**src/inc/smse_pkg.sv**
```systemverilog
// constants and types for servo mode select and enable
package smse_pkg;
    localparam int MODE_W          = 4;
    localparam int SPEED_W         = 16;
    localparam int PULSE_W         = 32;
    localparam logic [3:0] MODE_SPEED_ANALOG = 4'h0;
    localparam logic [3:0] MODE_POSITION     = 4'h1;
    localparam logic [3:0] MODE_TORQUE       = 4'h2;
    localparam logic [3:0] MODE_CONTACT      = 4'h3;
    localparam logic [3:0] MODE_SWITCH_FIRST = 4'h4;
    localparam logic [3:0] MODE_SWITCH_LAST  = 4'hE;
    localparam logic       ENABLE_EXTERNAL   = 1'h0;
    localparam logic       ENABLE_AUTO       = 1'h1;
    localparam logic [3:0] MODE_RESET        = 4'h0;
    localparam logic       ENABLE_SRC_RESET  = 1'h0;
    localparam int         SYNC_STAGES       = 2;

    typedef enum logic [2:0] {
        SMSE_ANALOG_SPEED = 3'h0,
        SMSE_POSITION     = 3'h1,
        SMSE_TORQUE       = 3'h3,
        SMSE_CONTACT      = 3'h2,
        SMSE_SWITCHING    = 3'h6,
        SMSE_ILLEGAL      = 3'h7
    } smse_loop_type;
endpackage : smse_pkg

```
**src/smse_top.sv**
```systemverilog
// servo mode selection and servo enable gating
`timescale 1ns/100ps
module smse_top
    import smse_pkg::*;
#(
    parameter int SPD_W = smse_pkg::SPEED_W
) (
    input  wire logic                       clock,                // 100 MHz clock
    input  wire logic                       reset,                // power cycle, async high
    input  wire logic [smse_pkg::MODE_W-1:0] control_mode_param,  // mode setting
    input  wire logic                       enable_source_param,  // enable source digit
    input  wire logic                       servo_enable_n_in,    // pin, active low
    input  wire logic                       prop_control_in,      // pin, active low
    input  wire logic                       fwd_current_limit_in, // pin, active low
    input  wire logic                       rev_current_limit_in, // pin, active low
    input  wire logic                       mode_switch_in,       // pin, switch-mode select
    input  wire logic                       drive_ready,          // internal ready condition
    input  wire logic                       ref_pulse_in,         // pin, reference pulse
    input  wire logic                       ref_dir_in,           // pin, pulse direction
    input  wire logic [SPD_W-1:0]           analog_speed_ref,     // sampled speed reference
    input  wire logic [SPD_W-1:0]           analog_torque_ref,    // sampled torque reference
    input  wire logic [SPD_W-1:0]           preset_speed_1,       // stored speed 1
    input  wire logic [SPD_W-1:0]           preset_speed_2,       // stored speed 2
    input  wire logic [SPD_W-1:0]           preset_speed_3,       // stored speed 3
    output logic                            servo_ready_out,      // ready output
    output logic                            motor_power_on,       // motor excitation
    output logic [2:0]                      active_loop,          // loop in use
    output logic [SPD_W-1:0]                speed_command,        // speed loop command
    output logic [SPD_W-1:0]                torque_command,       // torque loop command
    output logic [smse_pkg::PULSE_W-1:0]    position_count,       // accumulated position
    output logic                            pulse_event           // one reference pulse
);
    //----------------------------------------
    // input synchronisers
    //----------------------------------------
    logic [6:0] pins_sync;

    smse_sync #(.WIDTH(7)) u_sync (
        .clock (clock),
        .reset (reset),
        .din   ({servo_enable_n_in, prop_control_in, fwd_current_limit_in,
                 rev_current_limit_in, mode_switch_in, ref_pulse_in, ref_dir_in}),
        .dout  (pins_sync)
    );

    logic en_n_s;
    logic pcon_s;
    logic pcl_s;
    logic ncl_s;
    logic sw_s;
    logic pulse_s;
    logic dir_s;
    assign {en_n_s, pcon_s, pcl_s, ncl_s, sw_s, pulse_s, dir_s} = pins_sync;

    //----------------------------------------
    // state
    //----------------------------------------
    typedef struct packed {
        logic                  loaded;
        logic [MODE_W-1:0]     mode;
        logic                  en_src;
        logic                  pulse_d;
        logic                  ready;
        logic                  power;
        smse_loop_type         loop;
        logic [SPD_W-1:0]      speed;
        logic [SPD_W-1:0]      torque;
        logic [PULSE_W-1:0]    pos;
        logic                  pev;
    } smse_state_type;

    smse_state_type state_reg;
    smse_state_type state_next;

    function automatic smse_loop_type base_loop(input logic [MODE_W-1:0] m);
        unique case (m)
            MODE_SPEED_ANALOG: base_loop = SMSE_ANALOG_SPEED;
            MODE_POSITION:     base_loop = SMSE_POSITION;
            MODE_TORQUE:       base_loop = SMSE_TORQUE;
            MODE_CONTACT:      base_loop = SMSE_CONTACT;
            default:           base_loop = SMSE_ILLEGAL;
        endcase
    endfunction : base_loop

    //----------------------------------------
    // next state
    //----------------------------------------
    logic              rise;
    logic [1:0]        sel;
    logic [MODE_W-1:0] sw_code;
    smse_loop_type     loop_sel;
    logic              want_on;

    always_comb begin
        state_next = state_reg;
        rise       = pulse_s && !state_reg.pulse_d;
        sel        = 2'h0;
        sw_code    = '0;
        loop_sel   = base_loop(state_reg.mode);
        want_on    = 1'b0;
        state_next.pulse_d = pulse_s;
        state_next.pev     = 1'b0;

        //----------------------------------------
        // settings, taken once after power-up only
        //----------------------------------------
        if (!state_reg.loaded) begin
            state_next.loaded = 1'b1;
            state_next.mode   = control_mode_param;
            state_next.en_src = enable_source_param;
        end

        //----------------------------------------
        // loop selection
        //----------------------------------------
        // switching modes: switch input picks pair member
        if (state_reg.mode >= MODE_SWITCH_FIRST && state_reg.mode <= MODE_SWITCH_LAST) begin
            sw_code  = MODE_W'(2'(state_reg.mode - MODE_SWITCH_FIRST) ^ {1'b0, sw_s});
            loop_sel = base_loop(sw_code);
        end
        if (!state_reg.loaded) begin
            loop_sel = SMSE_ILLEGAL;
        end
        state_next.loop  = loop_sel;

        //----------------------------------------
        // ready and motor power gating
        //----------------------------------------
        state_next.ready = drive_ready && state_reg.loaded;
        if (state_reg.en_src == ENABLE_AUTO) begin
            want_on = state_reg.ready;
        end else begin
            want_on = !en_n_s;
        end
        state_next.power = want_on && state_reg.ready && drive_ready;

        //----------------------------------------
        // commands, only while powered last cycle
        //----------------------------------------
        state_next.speed  = '0;
        state_next.torque = '0;
        if (state_reg.power) begin
            unique case (loop_sel)
                SMSE_ANALOG_SPEED: state_next.speed = analog_speed_ref;
                SMSE_TORQUE:       state_next.torque = analog_torque_ref;
                SMSE_CONTACT: begin
                    // active-low inputs; limits pick speed, prop negates it
                    sel = {!pcl_s, !ncl_s};
                    unique case (sel)
                        2'h1:    state_next.speed = preset_speed_1;
                        2'h2:    state_next.speed = preset_speed_2;
                        2'h3:    state_next.speed = preset_speed_3;
                        default: state_next.speed = '0;
                    endcase
                    if (!pcon_s && sel != 2'h0) begin
                        state_next.speed = SPD_W'(0) - state_next.speed;
                    end
                end
                SMSE_POSITION: begin
                    if (rise) begin
                        state_next.pev = 1'b1;
                        state_next.pos = dir_s ? state_reg.pos - 32'h1
                                               : state_reg.pos + 32'h1;
                    end
                end
                default: ;
            endcase
        end
    end

    always_ff @(posedge clock or posedge reset) begin
        if (reset) begin
            state_reg        <= '0;
            state_reg.mode   <= MODE_RESET;
            state_reg.en_src <= ENABLE_SRC_RESET;
            state_reg.loop   <= SMSE_ILLEGAL;
        end else begin
            state_reg <= state_next;
        end
    end

    //----------------------------------------
    // outputs
    //----------------------------------------
    assign servo_ready_out = state_reg.ready;
    assign motor_power_on  = state_reg.power;
    assign active_loop     = state_reg.loop;
    assign speed_command   = state_reg.speed;
    assign torque_command  = state_reg.torque;
    assign position_count  = state_reg.pos;
    assign pulse_event     = state_reg.pev;
endmodule : smse_top

```
**src/smse_sync.sv**
```systemverilog
// two-stage synchroniser for a vector of pin inputs
`timescale 1ns/100ps
module smse_sync #(
    parameter int WIDTH = 1
) (
    input  wire logic             clock,   // system clock
    input  wire logic             reset,   // async reset, high
    input  wire logic [WIDTH-1:0] din,     // asynchronous pins
    output logic      [WIDTH-1:0] dout     // synchronised pins
);
    typedef struct packed {
        logic [WIDTH-1:0] stage1;
        logic [WIDTH-1:0] stage2;
    } smse_sync_type;

    smse_sync_type state_reg;
    smse_sync_type state_next;

    always_comb begin
        state_next        = state_reg;
        state_next.stage1 = din;
        state_next.stage2 = state_reg.stage1;
    end

    always_ff @(posedge clock or posedge reset) begin
        if (reset) begin
            state_reg <= '0;
        end else begin
            state_reg <= state_next;
        end
    end

    assign dout = state_reg.stage2;
endmodule : smse_sync

```
**config.mk**
```make
export PLATFORM = sky130hd
export DESIGN_NAME = smse_top
export DESIGN_NICKNAME = d
export VERILOG_FILES = /design/src/inc/smse_pkg.sv /design/src/smse_top.sv /design/src/smse_sync.sv
export SDC_FILE = /design/constraint.sdc
export NUM_CORES = 1
export LEC_CHECK = 0
export ABC_AREA = 0
export BUFFER_PORTS_ARGS = -buffer_cell sky130_fd_sc_hd__clkbuf_2
export CELL_PAD_IN_SITES_DETAIL_PLACEMENT = 0
export CELL_PAD_IN_SITES_GLOBAL_PLACEMENT = 1
export CORE_UTILIZATION = 30
export CTS_BUF_LIST = sky130_fd_sc_hd__clkbuf_8
export CTS_CLUSTER_DIAMETER = 30
export CTS_CLUSTER_SIZE = 24
export DETAILED_ROUTE_END_ITERATION = 12
export PLACE_DENSITY = 0.7
export SLEW_MARGIN = 20
export SYNTH_ARGS = -nofsm -noshare
export SYNTH_HDL_FRONTEND = slang
export SYNTH_SLANG_ARGS = --single-unit
```
**constraint.sdc**
```tcl
create_clock -name clock -period 5.95 [get_ports clock]
set_input_delay 0.595 -clock clock [delete_from_list [all_inputs] [get_ports clock]]
set_output_delay 0.595 -clock clock [all_outputs]
set_load 0.01 [all_outputs]
```
==> results of run 1 <==
-- power by group through the flow --
| stage | clock network [W] | logic [W] | registers, W |
|---|---|---|---|
| 3_3_place_gp | 0 | 0.000460 | 0.000713 |
| 3_5_place_dp | 0 | 0.000458 | 0.000713 |
| 6_report | 0.000479 | 0.000457 | 0.000700 |
| 5_1_grt | 0.000528 | 0.000515 | 0.000708 |
| 4_1_cts | 0.000507 | 0.000460 | 0.000701 |
| 2_1_floorplan | 0 | 0.000370 | 0.000698 |
-- Yosys cell counts (all sizes together), types with 3 or more instances --
cell	instances
dfrtp	88
buf	72
nand2	71
o21ai	65
a21oi	43
ha	35
nor2	30
and3	24
xor2	22
clkbuf	20
mux2i	20
xnor2	20
inv	18
a21o	17
nor2b	13
a22oi	8
nand3	8
mux2	6
nor3	6
o211ai	5
a21boi	4
a31oi	4
o31ai	4
a211oi	3
dfstp	3
nand2b	3
nor3b	3
o21bai	3
or3	3
-- metrics by stage --
stage	worst slack, ns	util [%]	total power [W]	cells	instance area (sq um)
after floorplan	2.74	-	0.00107	654	6000
after global placement	2.58	33.7	0.00117	996	6580
after detailed placement	2.52	33.7	0.00117	996	6580
after CTS	2.49	34.9	0.00167	1012	6810
after global routing	2.06	34.9	0.00175	1012	6810
final	2.50	34.9	0.00164	1012	6810
-- per-layer routing --
| layer | GRT usage [%] | vias up | part of all wire (%) |
|---|---|---|---|
| li1 | - | 2399 | - |
| met1 | 18.7 | 2206 | 48 |
| met2 | 23.6 | 91 | 48 |
| met3 | 2.03 | 10 | 3.2 |
| met4 | 4.70 | 0 | 1.3 |
| met5 | 0 | - | 0 |
-- worst reg2reg max path: cells and delay by family (launching register included) --
family	cells	cell delay, ns
compound gates	2	0.26
fa+ha+maj	1	0.24
buf+inv	3	0.86
flops	1	0.76
mux	1	0.11
simple gates	5	1.10
-- cells by family after synthesis --
kind of cell / share of synthesized area [%]
mux: 4.46
xor+xnor: 6.13
other cells: 0.0625
buf+inv: 11.3
fa+ha+maj: 7.63
flops: 38.0
compound gates: 18.5
simple gates: 13.9
-- layout by cell type, fill, tap and decap left out, types with 3 or more instances in the layout --
cell type                  instances
sky130_fd_sc_hd__clkinv_4          3
sky130_fd_sc_hd__clkbuf_2        164
sky130_fd_sc_hd__inv_1            17
sky130_fd_sc_hd__a21o_1           17
sky130_fd_sc_hd__dfrtp_1          88
sky130_fd_sc_hd__clkbuf_8          9
sky130_fd_sc_hd__ha_1             35
sky130_fd_sc_hd__mux2_2            6
sky130_fd_sc_hd__a22oi_1           8
sky130_fd_sc_hd__nand2b_1          3
sky130_fd_sc_hd__mux2i_1          20
sky130_fd_sc_hd__xnor2_1          20
sky130_fd_sc_hd__o211ai_1          5
sky130_fd_sc_hd__o21bai_1          3
sky130_fd_sc_hd__a21oi_1          43
sky130_fd_sc_hd__buf_4             5
sky130_fd_sc_hd__o31ai_1           4
sky130_fd_sc_hd__a21boi_0          4
sky130_fd_sc_hd__or3_1             3
sky130_fd_sc_hd__o21ai_0          61
sky130_fd_sc_hd__nor3_1            6
sky130_fd_sc_hd__xor2_1           22
sky130_fd_sc_hd__nor2_1           30
sky130_fd_sc_hd__nor2b_1          13
sky130_fd_sc_hd__nand3_1           6
sky130_fd_sc_hd__nand2_1          71
sky130_fd_sc_hd__dfstp_2           3
sky130_fd_sc_hd__and3_1           24
sky130_fd_sc_hd__o21ai_1           4
sky130_fd_sc_hd__a31oi_1           4
-- worst paths after layout --
check / start / end / slack [ns] / depth (start not counted)
worst max-delay path: state_reg[73] / position_count[28] / 2.50 / 12
worst min-delay path: reset / u_sync.state_next[3] / 0.26 / 2
worst max register to register: state_reg[73] / position_count[28] / 2.50 / 12
worst min register to register: u_sync.state_next[3] / u_sync.dout[3] / 0.35 / 0
max in group asynchronous: reset / position_count[1] / 4.63 / 3
min in group clock: ref_pulse_in / u_sync.state_next[1] / 0.32 / 1
-- area by class of cell --
type / count / area (sq um) / share of cell area (%)
inverters: 18 / 70.1 / 1.03
multi-input cells: 453 / 3040 / 44.7
clock buffers: 9 / 124 / 1.82
clock inverters: 7 / 100 / 1.47
well taps: 265 / 332 / 4.87
repair buffers: 169 / 858 / 12.6
flip-flops and latches: 91 / 2280 / 33.5
==> out/summary.md, run 1 <==
The number of vias in the routed layout is 4706, and the die extent in x is 143 microns. The number of buffer cells added on primary ports is 164, and the maximum number of pins on one net before global-route repair is 65. The worst ir drop on vdd is 89.4 uV, and the final weighted congestion in routability-driven placement is 0.810. The detailed-route wire length is 14200 microns.

Setup repair after global routing left no endpoint under its margin. The run gives 10800 microns as the placed wire-length estimate after detailed placement. Total of warnings raised by yosys: 0. Setup violations remaining at the end of the flow were counted as 0.

Clock tree synthesis inserted a total of 9 buffers. The average size of a mapped cell works out to 9.17 sq um. For this run, the leading register cell type out of synthesis is sky130_fd_sc_hd__dfrtp_1. The portion of total power attributed to sequential cells was 42.8%. The die area is 0.0206 sq mm, and the slew at the pin closest to its max-slew limit is 0.912 ns. After synthesis, the cell types taking the most area are sky130_fd_sc_hd__dfrtp_1 (37%), sky130_fd_sc_hd__buf_4 (8.5%), sky130_fd_sc_hd__ha_1 (7.3%).

Of the available clock period, the critical path in the final layout requires 57.9%. Internal power comes to 0.00110 W. For this configuration, the core starts out at a cell density of 30.7%.

TritonCTS built the clock tree. For the initial antenna violation count, the log shows 0. Net switching is 32.9% of the power. The cell type of the slowest stage on the worst timing path is sky130_fd_sc_hd__dfrtp_1. The number of synthesized flops with an enable pin was 0. Library cell with the largest summed area after synthesis: sky130_fd_sc_hd__dfrtp_1. The power per cell area works out to 240 mW/mm^2.

The element type at the critical path start was a register. Minimum clock period: 3.45 ns. Max-cap violations in this run came to 0. The static leakage is 3.49 nW.

The run gives 3.68 ns as the arrival time reported for the critical path endpoint. For the number of hold buffers added after cts, the log shows 0. In the routed design, unresolved DRC markers number 0.

The critical path goes through inv_1 > ha_1 > nor4_1 > o21ai_0 > and3_1 > and3_1 > nand3_2 > buf_4 > inv_1 > and3_1 > mux2i_1 > o311ai_0. The global router's overall resource usage came out at 14.1%. Maximum fanout count along the critical path: 64. Dividing the detail-routed via count by the number of cells gives 4.65.

In this run, synthesis produced a sequential element count of 91. The die height came out at 143 microns. The logs give 0.00600 sq mm for the mapped cell area and 3 for the H-tree depth reported by CTS. The part of the Yosys area used for sequential elements is 38.0%.

The logs give 0 for the max-slew violation count and 2080 for the layout filler cell count. The largest single stage delay on the critical path is 0.76 ns. The clock latency at the later pin of the worst-skew pair came out at 0.38 ns.

In this run, the number of DRC markers left after iteration 0 of detailed routing was 189. The run finished with clean final reports. Category of the worst setup path capture point: a register. The clock power share was 29.3%; the ratio of cells with drive above 1 in the final layout was 27.6%. Classification of the worst setup path: reg -> reg. The register with the most flip-flops in the layout has 32 of them.

Layout-stage area growth over the synthesis result: 13.5%. The number of placement rows came out at 51. The maximum count of clock buffers along a single path was 2; the final net count was 873. Dividing the detail-routed wire length by the instance count gives 14.0 microns. Post-CTS timing repair inserted 0 buffers for setup. For the worst setup path, the data required time is 6.19 ns. The path class of the tightest hold or removal check is in -> async.

The placeable core region came out at 0.0195 sq mm. For this run, asynchronously set or reset flops after synthesis account for 100%. In this run, post-CTS repair resized a total of 0 instances. Pin placement for this block handled 165 I/O pins. The top cell type's share of synthesized area came out at 36.7%.

In this run the tightest slew margin relative to its limit is 39.1%. Once detail routing completed, the nets flagged for antenna violations numbered 0. Across the routed clock network, the largest skew measured is 0.0155 ns.

The number of hold violations in the final report was 0. The dominant cell type by count on the critical path is sky130_fd_sc_hd__and3_1. The sum of negative setup slack was 0 ns. The cell class contributing the biggest share of worst-path delay is simple AND/OR/NAND/NOR gates. Derived from the worst setup path, the maximum achievable clock frequency is 290 MHz.

The clock sink count was 91. Final hold analysis gives a worst-case slack of 0.261 ns. The cell count after synthesis was 654. In this run, distinct cell masters in the synthesized netlist total 61. Of the total power, combinational logic draws 27.9%. Summed over all nets, the switching power comes to 0.000539 W.

The first detailed-routing pass ran for 4 iterations. Total nets after synthesis: 785. The tools report the total inserted antenna cells as 0. After clock tree synthesis, the clock-pin slew on the worst setup and hold paths is 0.10 ns.

Clock root buffer: sky130_fd_sc_hd__clkbuf_8. The tools report the via count of the first global-routing pass as 4494. The first global-routing pass estimated 22700 microns of wire.

Summed over all layers, the global routing overflow is 0. The critical path contains buffers and inverters numbering 3 combined.
No activity file was read; power rests on OpenSTA's default activity.
==> run 2: changes to the inputs <==
--- a/config.mk
+++ b/config.mk
@@ -14,7 +14,7 @@
 export CTS_CLUSTER_DIAMETER = 30
 export CTS_CLUSTER_SIZE = 24
 export DETAILED_ROUTE_END_ITERATION = 12
-export PLACE_DENSITY = 0.7
+export PLACE_DENSITY = 0.72
 export SLEW_MARGIN = 20
 export SYNTH_ARGS = -nofsm -noshare
 export SYNTH_HDL_FRONTEND = slang
==> constraint.sdc (replaced) <==
create_clock -name clock -period 2.85 [get_ports clock]
set_input_delay 0.285 -clock clock [delete_from_list [all_inputs] [get_ports clock]]
set_output_delay 0.285 -clock clock [all_outputs]
set_load 0.01 [all_outputs]
==> out/summary.md, run 2 (synthesis results as in run 1) <==
The run finished with clean final reports. The logs give 165 (unchanged) for the boundary pin count and 0.0195 sq mm (unchanged) for the placeable core region. The data required time at the worst endpoint is 3.14 ns (-3.05 ns).

The slew at the pin closest to its max-slew limit is 0.801 ns (-0.111 ns), and the clock latency at the later pin of the worst-skew pair is 0.37 ns (about the same). The tools report the initial DRC count as 159 (-16%). The ratio of cells with drive above 1 in the final layout works out to 38.1% (+11 points). The run gives 0.0206 sq mm (unchanged) as the die area. The tools report the detailed-route wire length as 15300 microns (+7.7%). The worst setup path is captured at a register. The number of buffer cells added on primary ports was 164 (unchanged); the area of all placed cells without fillers was 0.00768 sq mm (+13%). The via count of the first global-routing pass is 4990 (+11%), and the die height is 143 microns (unchanged). The number of buffers created by CTS was 9 (unchanged); the period utilization was 99.9% (+42 points).

The layout filler cell count came out at 2043 (-1.8%). The run gives 0 (unchanged) as the post-route DRC violation count. The remaining number of nets flagged by the antenna check after routing is 0 (unchanged), and the power per cell area is 462 mW/mm^2 (+92%). The die extent in x works out to 143 microns (unchanged). TritonCTS built the clock tree. For the initial standard-cell utilization of the core, the log shows 30.7% (unchanged). Leaving out fill and tap cells, the most frequent cell in the layout is sky130_fd_sc_hd__clkbuf_2. The run gives 51 (unchanged) as the number of placement rows. The element type at the critical path start is a register. The area growth from synthesis to layout is 28.1%. The average wire length per cell after detail routing is 14.0 microns (about the same), and the initial antenna violation count is 0 (unchanged).

The number of flip-flops under the largest register name was 32 (unchanged). The logs give 0 (unchanged) for the number of hold violations in the final report and 46.6% (+7.5 points) for the max-slew headroom at the worst pin. The static leakage was 3.86 nW (+11%); the register clock-pin slew on the reported worst setup and hold paths was 0.10 ns (about the same).

The tools report the worst ir drop on vdd as 193 uV (+120%). The max-slew violation count is 0 (unchanged). The clock sink count was 91 (unchanged); the number of vias in the routed layout was 4984 (+5.9%). The total iterations of the first detailed-routing run is 5 (+1). The maximum fanout count along the critical path is 7 (-89%).

The H-tree depth reported by CTS was 3 (unchanged). The library cells used most frequently in the layout, excluding fill and tap cells, are sky130_fd_sc_hd__clkbuf_2 (164), sky130_fd_sc_hd__dfrtp_1 (86), sky130_fd_sc_hd__buf_4 (71), sky130_fd_sc_hd__nand2_1 (70), sky130_fd_sc_hd__o21ai_0 (52). The tools report the global-route wire length before repair as 25000 microns (+10%).

The tightest hold margin was 0.0390 ns (-0.222 ns); the minimum clock period was 2.85 ns (-0.599 ns). Achievable clock frequency: 351 MHz (+21%). Routed via count divided by cell count: 4.58 (-1.6%). In this run the clock root is driven by a sky130_fd_sc_hd__clkbuf_8. The total inserted antenna cells is 0 (unchanged).

The logs give 950 (+8.8%) for the final net count and 0 ns (unchanged) for the sum of negative setup slack. Placed wire-length estimate after detailed placement: 11700 microns (+8.3%). The worst setup path is of the reg -> reg kind.

The tools report the final weighted congestion in routability-driven placement as 0.830 (+2.5%). Setup repair after global routing could not meet its margin everywhere. The count of endpoints failing setup in the final report is 0 (unchanged).

The area after detailed placement was 0.00707 sq mm (+7.4%); the largest clock skew in the final design was 0.0191 ns (+0.00364 ns). For the number of standard cells in the layout, taps in and fillers out, the log shows 1089 (+7.6%). The arrival time reported for the critical path endpoint was 3.14 ns (-0.54 ns); the maximum count of clock buffers along a single path was 2 (unchanged).

Maximum number of pins on one net before global-route repair: 61 (-6.2%). Number of cells after detailed placement: 1059 (+6.3%). The run gives 0 (unchanged) as the max-cap check violation count.

The global route total overflow was 0 (unchanged). For the global router's overall resource usage, the log shows 15.4% (+1.3 points). In this run the worst hold path is classified as in -> reg.
## run 2: changes by cell type in the layout (fill, tap and decap cells not counted), sizes merged
cell,previous run,this run
buf,5,76
dlygate4sd3,0,6
inv,19,22
bufinv,2,0
clkinv,4,2
clkinvlp,0,1
## run 2: repair_timing
item                       in CTS  in global routing
buffers inserted                5                  2
cloned                          1                  0
hold buffers                    5                  1
setup endpoints to repair       6                 15
resized for setup              27                 29
hold endpoints to repair        5                  1
pin swaps                      16                  9
## run 2: worst max-delay path: stages, from the launching register on
cell                       delay (ns)
sky130_fd_sc_hd__dfrtp_2         0.53
sky130_fd_sc_hd__buf_6           0.19
sky130_fd_sc_hd__ha_1            0.29
sky130_fd_sc_hd__a21oi_1         0.19
sky130_fd_sc_hd__o21ai_0         0.14
sky130_fd_sc_hd__a21oi_1         0.17
sky130_fd_sc_hd__o21ai_1         0.08
sky130_fd_sc_hd__a21o_1          0.18
sky130_fd_sc_hd__a221o_1         0.34
sky130_fd_sc_hd__a211oi_2        0.24
sky130_fd_sc_hd__o21ai_1         0.11
sky130_fd_sc_hd__mux2i_1         0.18
sky130_fd_sc_hd__xnor2_1         0.13
## run 2: per-stage QoR
stage / total power (W) / util (%) / setup slack, ns
6_report: 0.00355 / 39.4 / 0.00317
5_1_grt: 0.00382 / 39.4 / -0.176
4_1_cts: 0.00357 / 38.6 / -0.0146
3_5_place_dp: 0.00259 / 36.2 / -0.176
3_3_place_gp: 0.00259 / 36.2 / -0.0888
2_1_floorplan: 0.00223 / - / -0.0998
## run 2: layer usage
layer / GRT usage (%) / wire, microns
met5: 0 / 0
met4: 4.37 / 227
met3: 3.00 / 541
met2: 25.4 / 7250
met1: 20.4 / 7280
## run 2: area by class of cell
cell class	count	area [sq um]	share of cell area, %
inverter	18	70.1	0.912
tap	265	332	4.31
multi-input combinational	453	3340	43.4
clock inverter	7	58.8	0.765
sequential	91	2280	29.7
timing repair buffer	246	1480	19.2
clock buffer	9	124	1.61
## run 2: where the power goes
group	internal, W	switching (W)	leakage [nW]
clock network	0.000333	0.000511	0.0925
registers	0.00138	0.0000902	1.20
logic	0.000612	0.000629	2.57
## run 2: final timing paths
kind | startpoint | endpoint | slack (ns) | cells after the start
min reg2reg | u_sync.state_next[4] | u_sync.dout[4] | 0.36 | 0
min in group asynchronous | reset | u_sync.state_next[3] | 0.05 | 2
max reg2reg | u_sync.dout[0] | position_count[31] | 0.003 | 12
min | mode_switch_in | u_sync.state_next[2] | 0.04 | 1
max | u_sync.dout[0] | position_count[31] | 0.003 | 12
max in group asynchronous | reset | active_loop[1] | 1.99 | 3
==> run 3: changes to the inputs <==
==> constraint.sdc (replaced) <==
create_clock -name clock -period 2.6 [get_ports clock]
set_input_delay 0.26 -clock clock [delete_from_list [all_inputs] [get_ports clock]]
set_output_delay 0.26 -clock clock [all_outputs]
set_load 0.01 [all_outputs]
==> out/summary.md, run 3 (synthesis results as in run 1) <==
The run finished, with violations left. The checks that failed: negative setup slack. The max-cap check violation count is 0 (unchanged). The tools report the tightest hold margin as 0.0877 ns (+0.0487 ns). Placeable core region: 0.0195 sq mm (unchanged). The via count of the first global-routing pass was 5297 (+6.2%); the slew at the pin closest to its max-slew limit was 0.720 ns (-0.0810 ns). The routed via count divided by cell count is 4.62 (+0.93%). The achievable clock frequency was 343 MHz (-2.2%); the remaining number of nets flagged by the antenna check after routing was 0 (unchanged).

For the pre-CTS worst setup slack, the log shows -0.424 ns (-0.247 ns). The run gives 1161 (+6.6%) as the number of standard cells in the layout, taps in and fillers out. From synthesis to final layout, the design area changed by 40.8%. The library cell used most frequently in the layout, excluding fill and tap cells, is sky130_fd_sc_hd__clkbuf_2. The run gives 165 (unchanged) as the boundary pin count. The detailed-route wire length is 16700 microns (+8.9%), and the clock sink count is 91 (unchanged). The portion of total power attributed to combinational logic was 37.7% (+2.8 points). The area of all placed cells without fillers is 0.00845 sq mm (+9.9%), and the number of flip-flops under the largest register name is 32 (unchanged).

Die extent in x: 143 microns (unchanged). The number of buffer cells added on primary ports is 164 (unchanged), and the number of buffers created by CTS is 9 (unchanged). The logs give 0 (unchanged) for the global route total overflow and 0.00745 sq mm (+5.3%) for the area after detailed placement. Area of the multi-input gates: 0.00347 sq mm (+3.9%). The logs give 0.00282 W (+21%) for the internal power consumption and 181 (+14%) for the initial DRC count. The die area came out at 0.0206 sq mm (unchanged). The worst setup path is captured at a register. Element type at the critical path start: a register. The logs give 12200 microns (+4.6%) for the placed wire-length estimate after detailed placement and 16.6% (+1.2 points) for the global router's overall resource usage. The average wire length per cell after detail routing works out to 14.3 microns (+2.1%). The logs give 271 uV (+40%) for the worst ir drop on vdd and 0.00145 W (+18%) for the switching power of the nets. The layout filler cell count is 1959 (-4.1%).

The clock power share was 24.8% (+1.1 points); the largest clock skew in the final design was 0.0144 ns (-0.00470 ns). The smallest setup slack after layout is -0.311 ns (-0.314 ns), and the max-slew headroom at the worst pin is 52.0% (+5.4 points). The final net count is 1022 (+7.6%), and the maximum number of pins on one net before global-route repair is 53 (-13%). The tools report the portion of total power attributed to sequential cells as 37.5% (-3.8 points).

The logs give 3 (unchanged) for the H-tree depth reported by CTS and 0 (unchanged) for the post-route DRC violation count. Register clock-pin slew on the reported worst setup and hold paths: 0.10 ns (about the same). The max-slew violation count came out at 0 (unchanged). Number of hold violations in the final report: 0 (unchanged). The number of placement rows is 51 (unchanged). For the total iterations of the first detailed-routing run, the log shows 6 (+1).

The die height came out at 143 microns (unchanged). The maximum fanout count along the critical path came out at 5 (-2). The initial standard-cell utilization of the core was 30.7% (unchanged). The clock root buffer is sky130_fd_sc_hd__clkbuf_8.

The number of vias in the routed layout was 5363 (+7.6%); the period utilization was 112% (+12 points). The ratio of cells with drive above 1 in the final layout is 45.2% (+7.1 points). The critical path is of the reg -> reg type. The run gives 2.90 ns (-0.24 ns) as the data required time at the worst endpoint. The global-route wire length before repair was 26500 microns (+6.2%).

The count of endpoints failing setup in the final report was 14 (+14); the total inserted antenna cells was 0 (unchanged). The initial antenna violation count is 0 (unchanged), and the maximum count of clock buffers along a single path is 2 (unchanged). The tools report the final weighted congestion in routability-driven placement as 0.827 (-0.37%). TritonCTS built the clock tree. For the static leakage, the log shows 4.29 nW (+11%). The storage element area is 0.00228 sq mm (unchanged), and the power per cell area is 506 mW/mm^2 (+9.3%).

For the final core utilization, the log shows 43.3% (+3.9 points). For the clock latency at the later pin of the worst-skew pair, the log shows 0.38 ns (about the same). Minimum clock period: 2.91 ns (+0.0644 ns).

Setup repair after global routing could not meet its margin everywhere. The arrival time reported for the critical path endpoint came out at 3.21 ns (+0.07 ns). The number of cells after detailed placement was 1108 (+4.6%). Leaving out fill and tap cells, the most frequent cells in the layout are sky130_fd_sc_hd__clkbuf_2 (164), sky130_fd_sc_hd__buf_4 (132), sky130_fd_sc_hd__dfrtp_1 (86), sky130_fd_sc_hd__nand2_1 (68), sky130_fd_sc_hd__o21ai_0 (40). The switching part of the total power works out to 34.0% (-0.62 points). The class of the tightest hold or removal check is in -> reg.
==> run 3: timing repair <==
item / 4_1_cts / 5_1_grt
resized for setup: 58 / 43
endpoints found under the setup margin: 20 / 41
buffers inserted: 21 / 8
hold buffers: 8 / 0
pin swaps: 32 / 27
cloned: 0 / 1
endpoints found under the hold margin: 31 / 0
==> run 3: path summary, 6_finish.rpt <==
check	depth (start not counted)	endpoint	from	slack [ns]
max reg2reg	13	position_count[31]	u_sync.dout[0]	-0.31
min in group asynchronous	4	torque_command[15]	reset	0.55
max in group asynchronous	4	u_sync.dout[3]	reset	1.41
min	3	speed_command[11]	analog_speed_ref[11]	0.09
max	13	position_count[31]	u_sync.dout[0]	-0.31
min reg2reg	0	u_sync.dout[5]	u_sync.state_next[5]	0.36
==> run 3: critical path: stages (launching register included) <==
cell and delay, ns:
sky130_fd_sc_hd__dfrtp_2 0.43, sky130_fd_sc_hd__buf_8 0.15, sky130_fd_sc_hd__buf_6 0.13, sky130_fd_sc_hd__ha_4 0.17, sky130_fd_sc_hd__a21oi_4 0.16, sky130_fd_sc_hd__o211ai_1 0.14, sky130_fd_sc_hd__a311oi_2 0.33, sky130_fd_sc_hd__o21ai_1 0.13
sky130_fd_sc_hd__a21o_1 0.18, sky130_fd_sc_hd__a221o_1 0.37, sky130_fd_sc_hd__a211oi_2 0.20, sky130_fd_sc_hd__o21ai_1 0.10, sky130_fd_sc_hd__mux2i_1 0.20, sky130_fd_sc_hd__xnor2_1 0.14
==> run 3: metrics by stage <==
stage,TNS (ns),total power (W)
floorplan,-1.46,0.00245
global placement,-4.78,0.00295
detailed placement,-3.79,0.00296
CTS,-1.38,0.00423
global route,-4.42,0.00456
finish,-1.91,0.00427
==> run 3: routing by layer <==
layer | wire (microns) | part of all wire [%] | GRT usage (%)
met2 | 8040 | 48 | 28.0
met3 | 440 | 2.6 | 2.73
met5 | 0 | 0 | 0
met1 | 7840 | 47 | 21.3
met4 | 327 | 2.0 | 5.94
==> run 3: power by group through the flow <==
| stage | Clock [W] | Combinational, W | Sequential (W) |
|---|---|---|---|
| global route | 0.00117 | 0.00177 | 0.00162 |
| finish | 0.00106 | 0.00161 | 0.00160 |
| detailed placement | 0 | 0.00134 | 0.00162 |
| CTS | 0.00112 | 0.00151 | 0.00160 |
| floorplan | 0 | 0.000849 | 0.00160 |
| global placement | 0 | 0.00133 | 0.00162 |
==> run 3: area by class of cell <==
cell class / count / share of cell area [%]
clock buffer: 9 / 1.47
inverter: 18 / 0.874
sequential: 91 / 27.0
clock inverter: 7 / 1.04
timing repair buffer: 318 / 24.6
tap: 265 / 3.93
multi-input combinational: 453 / 41.1
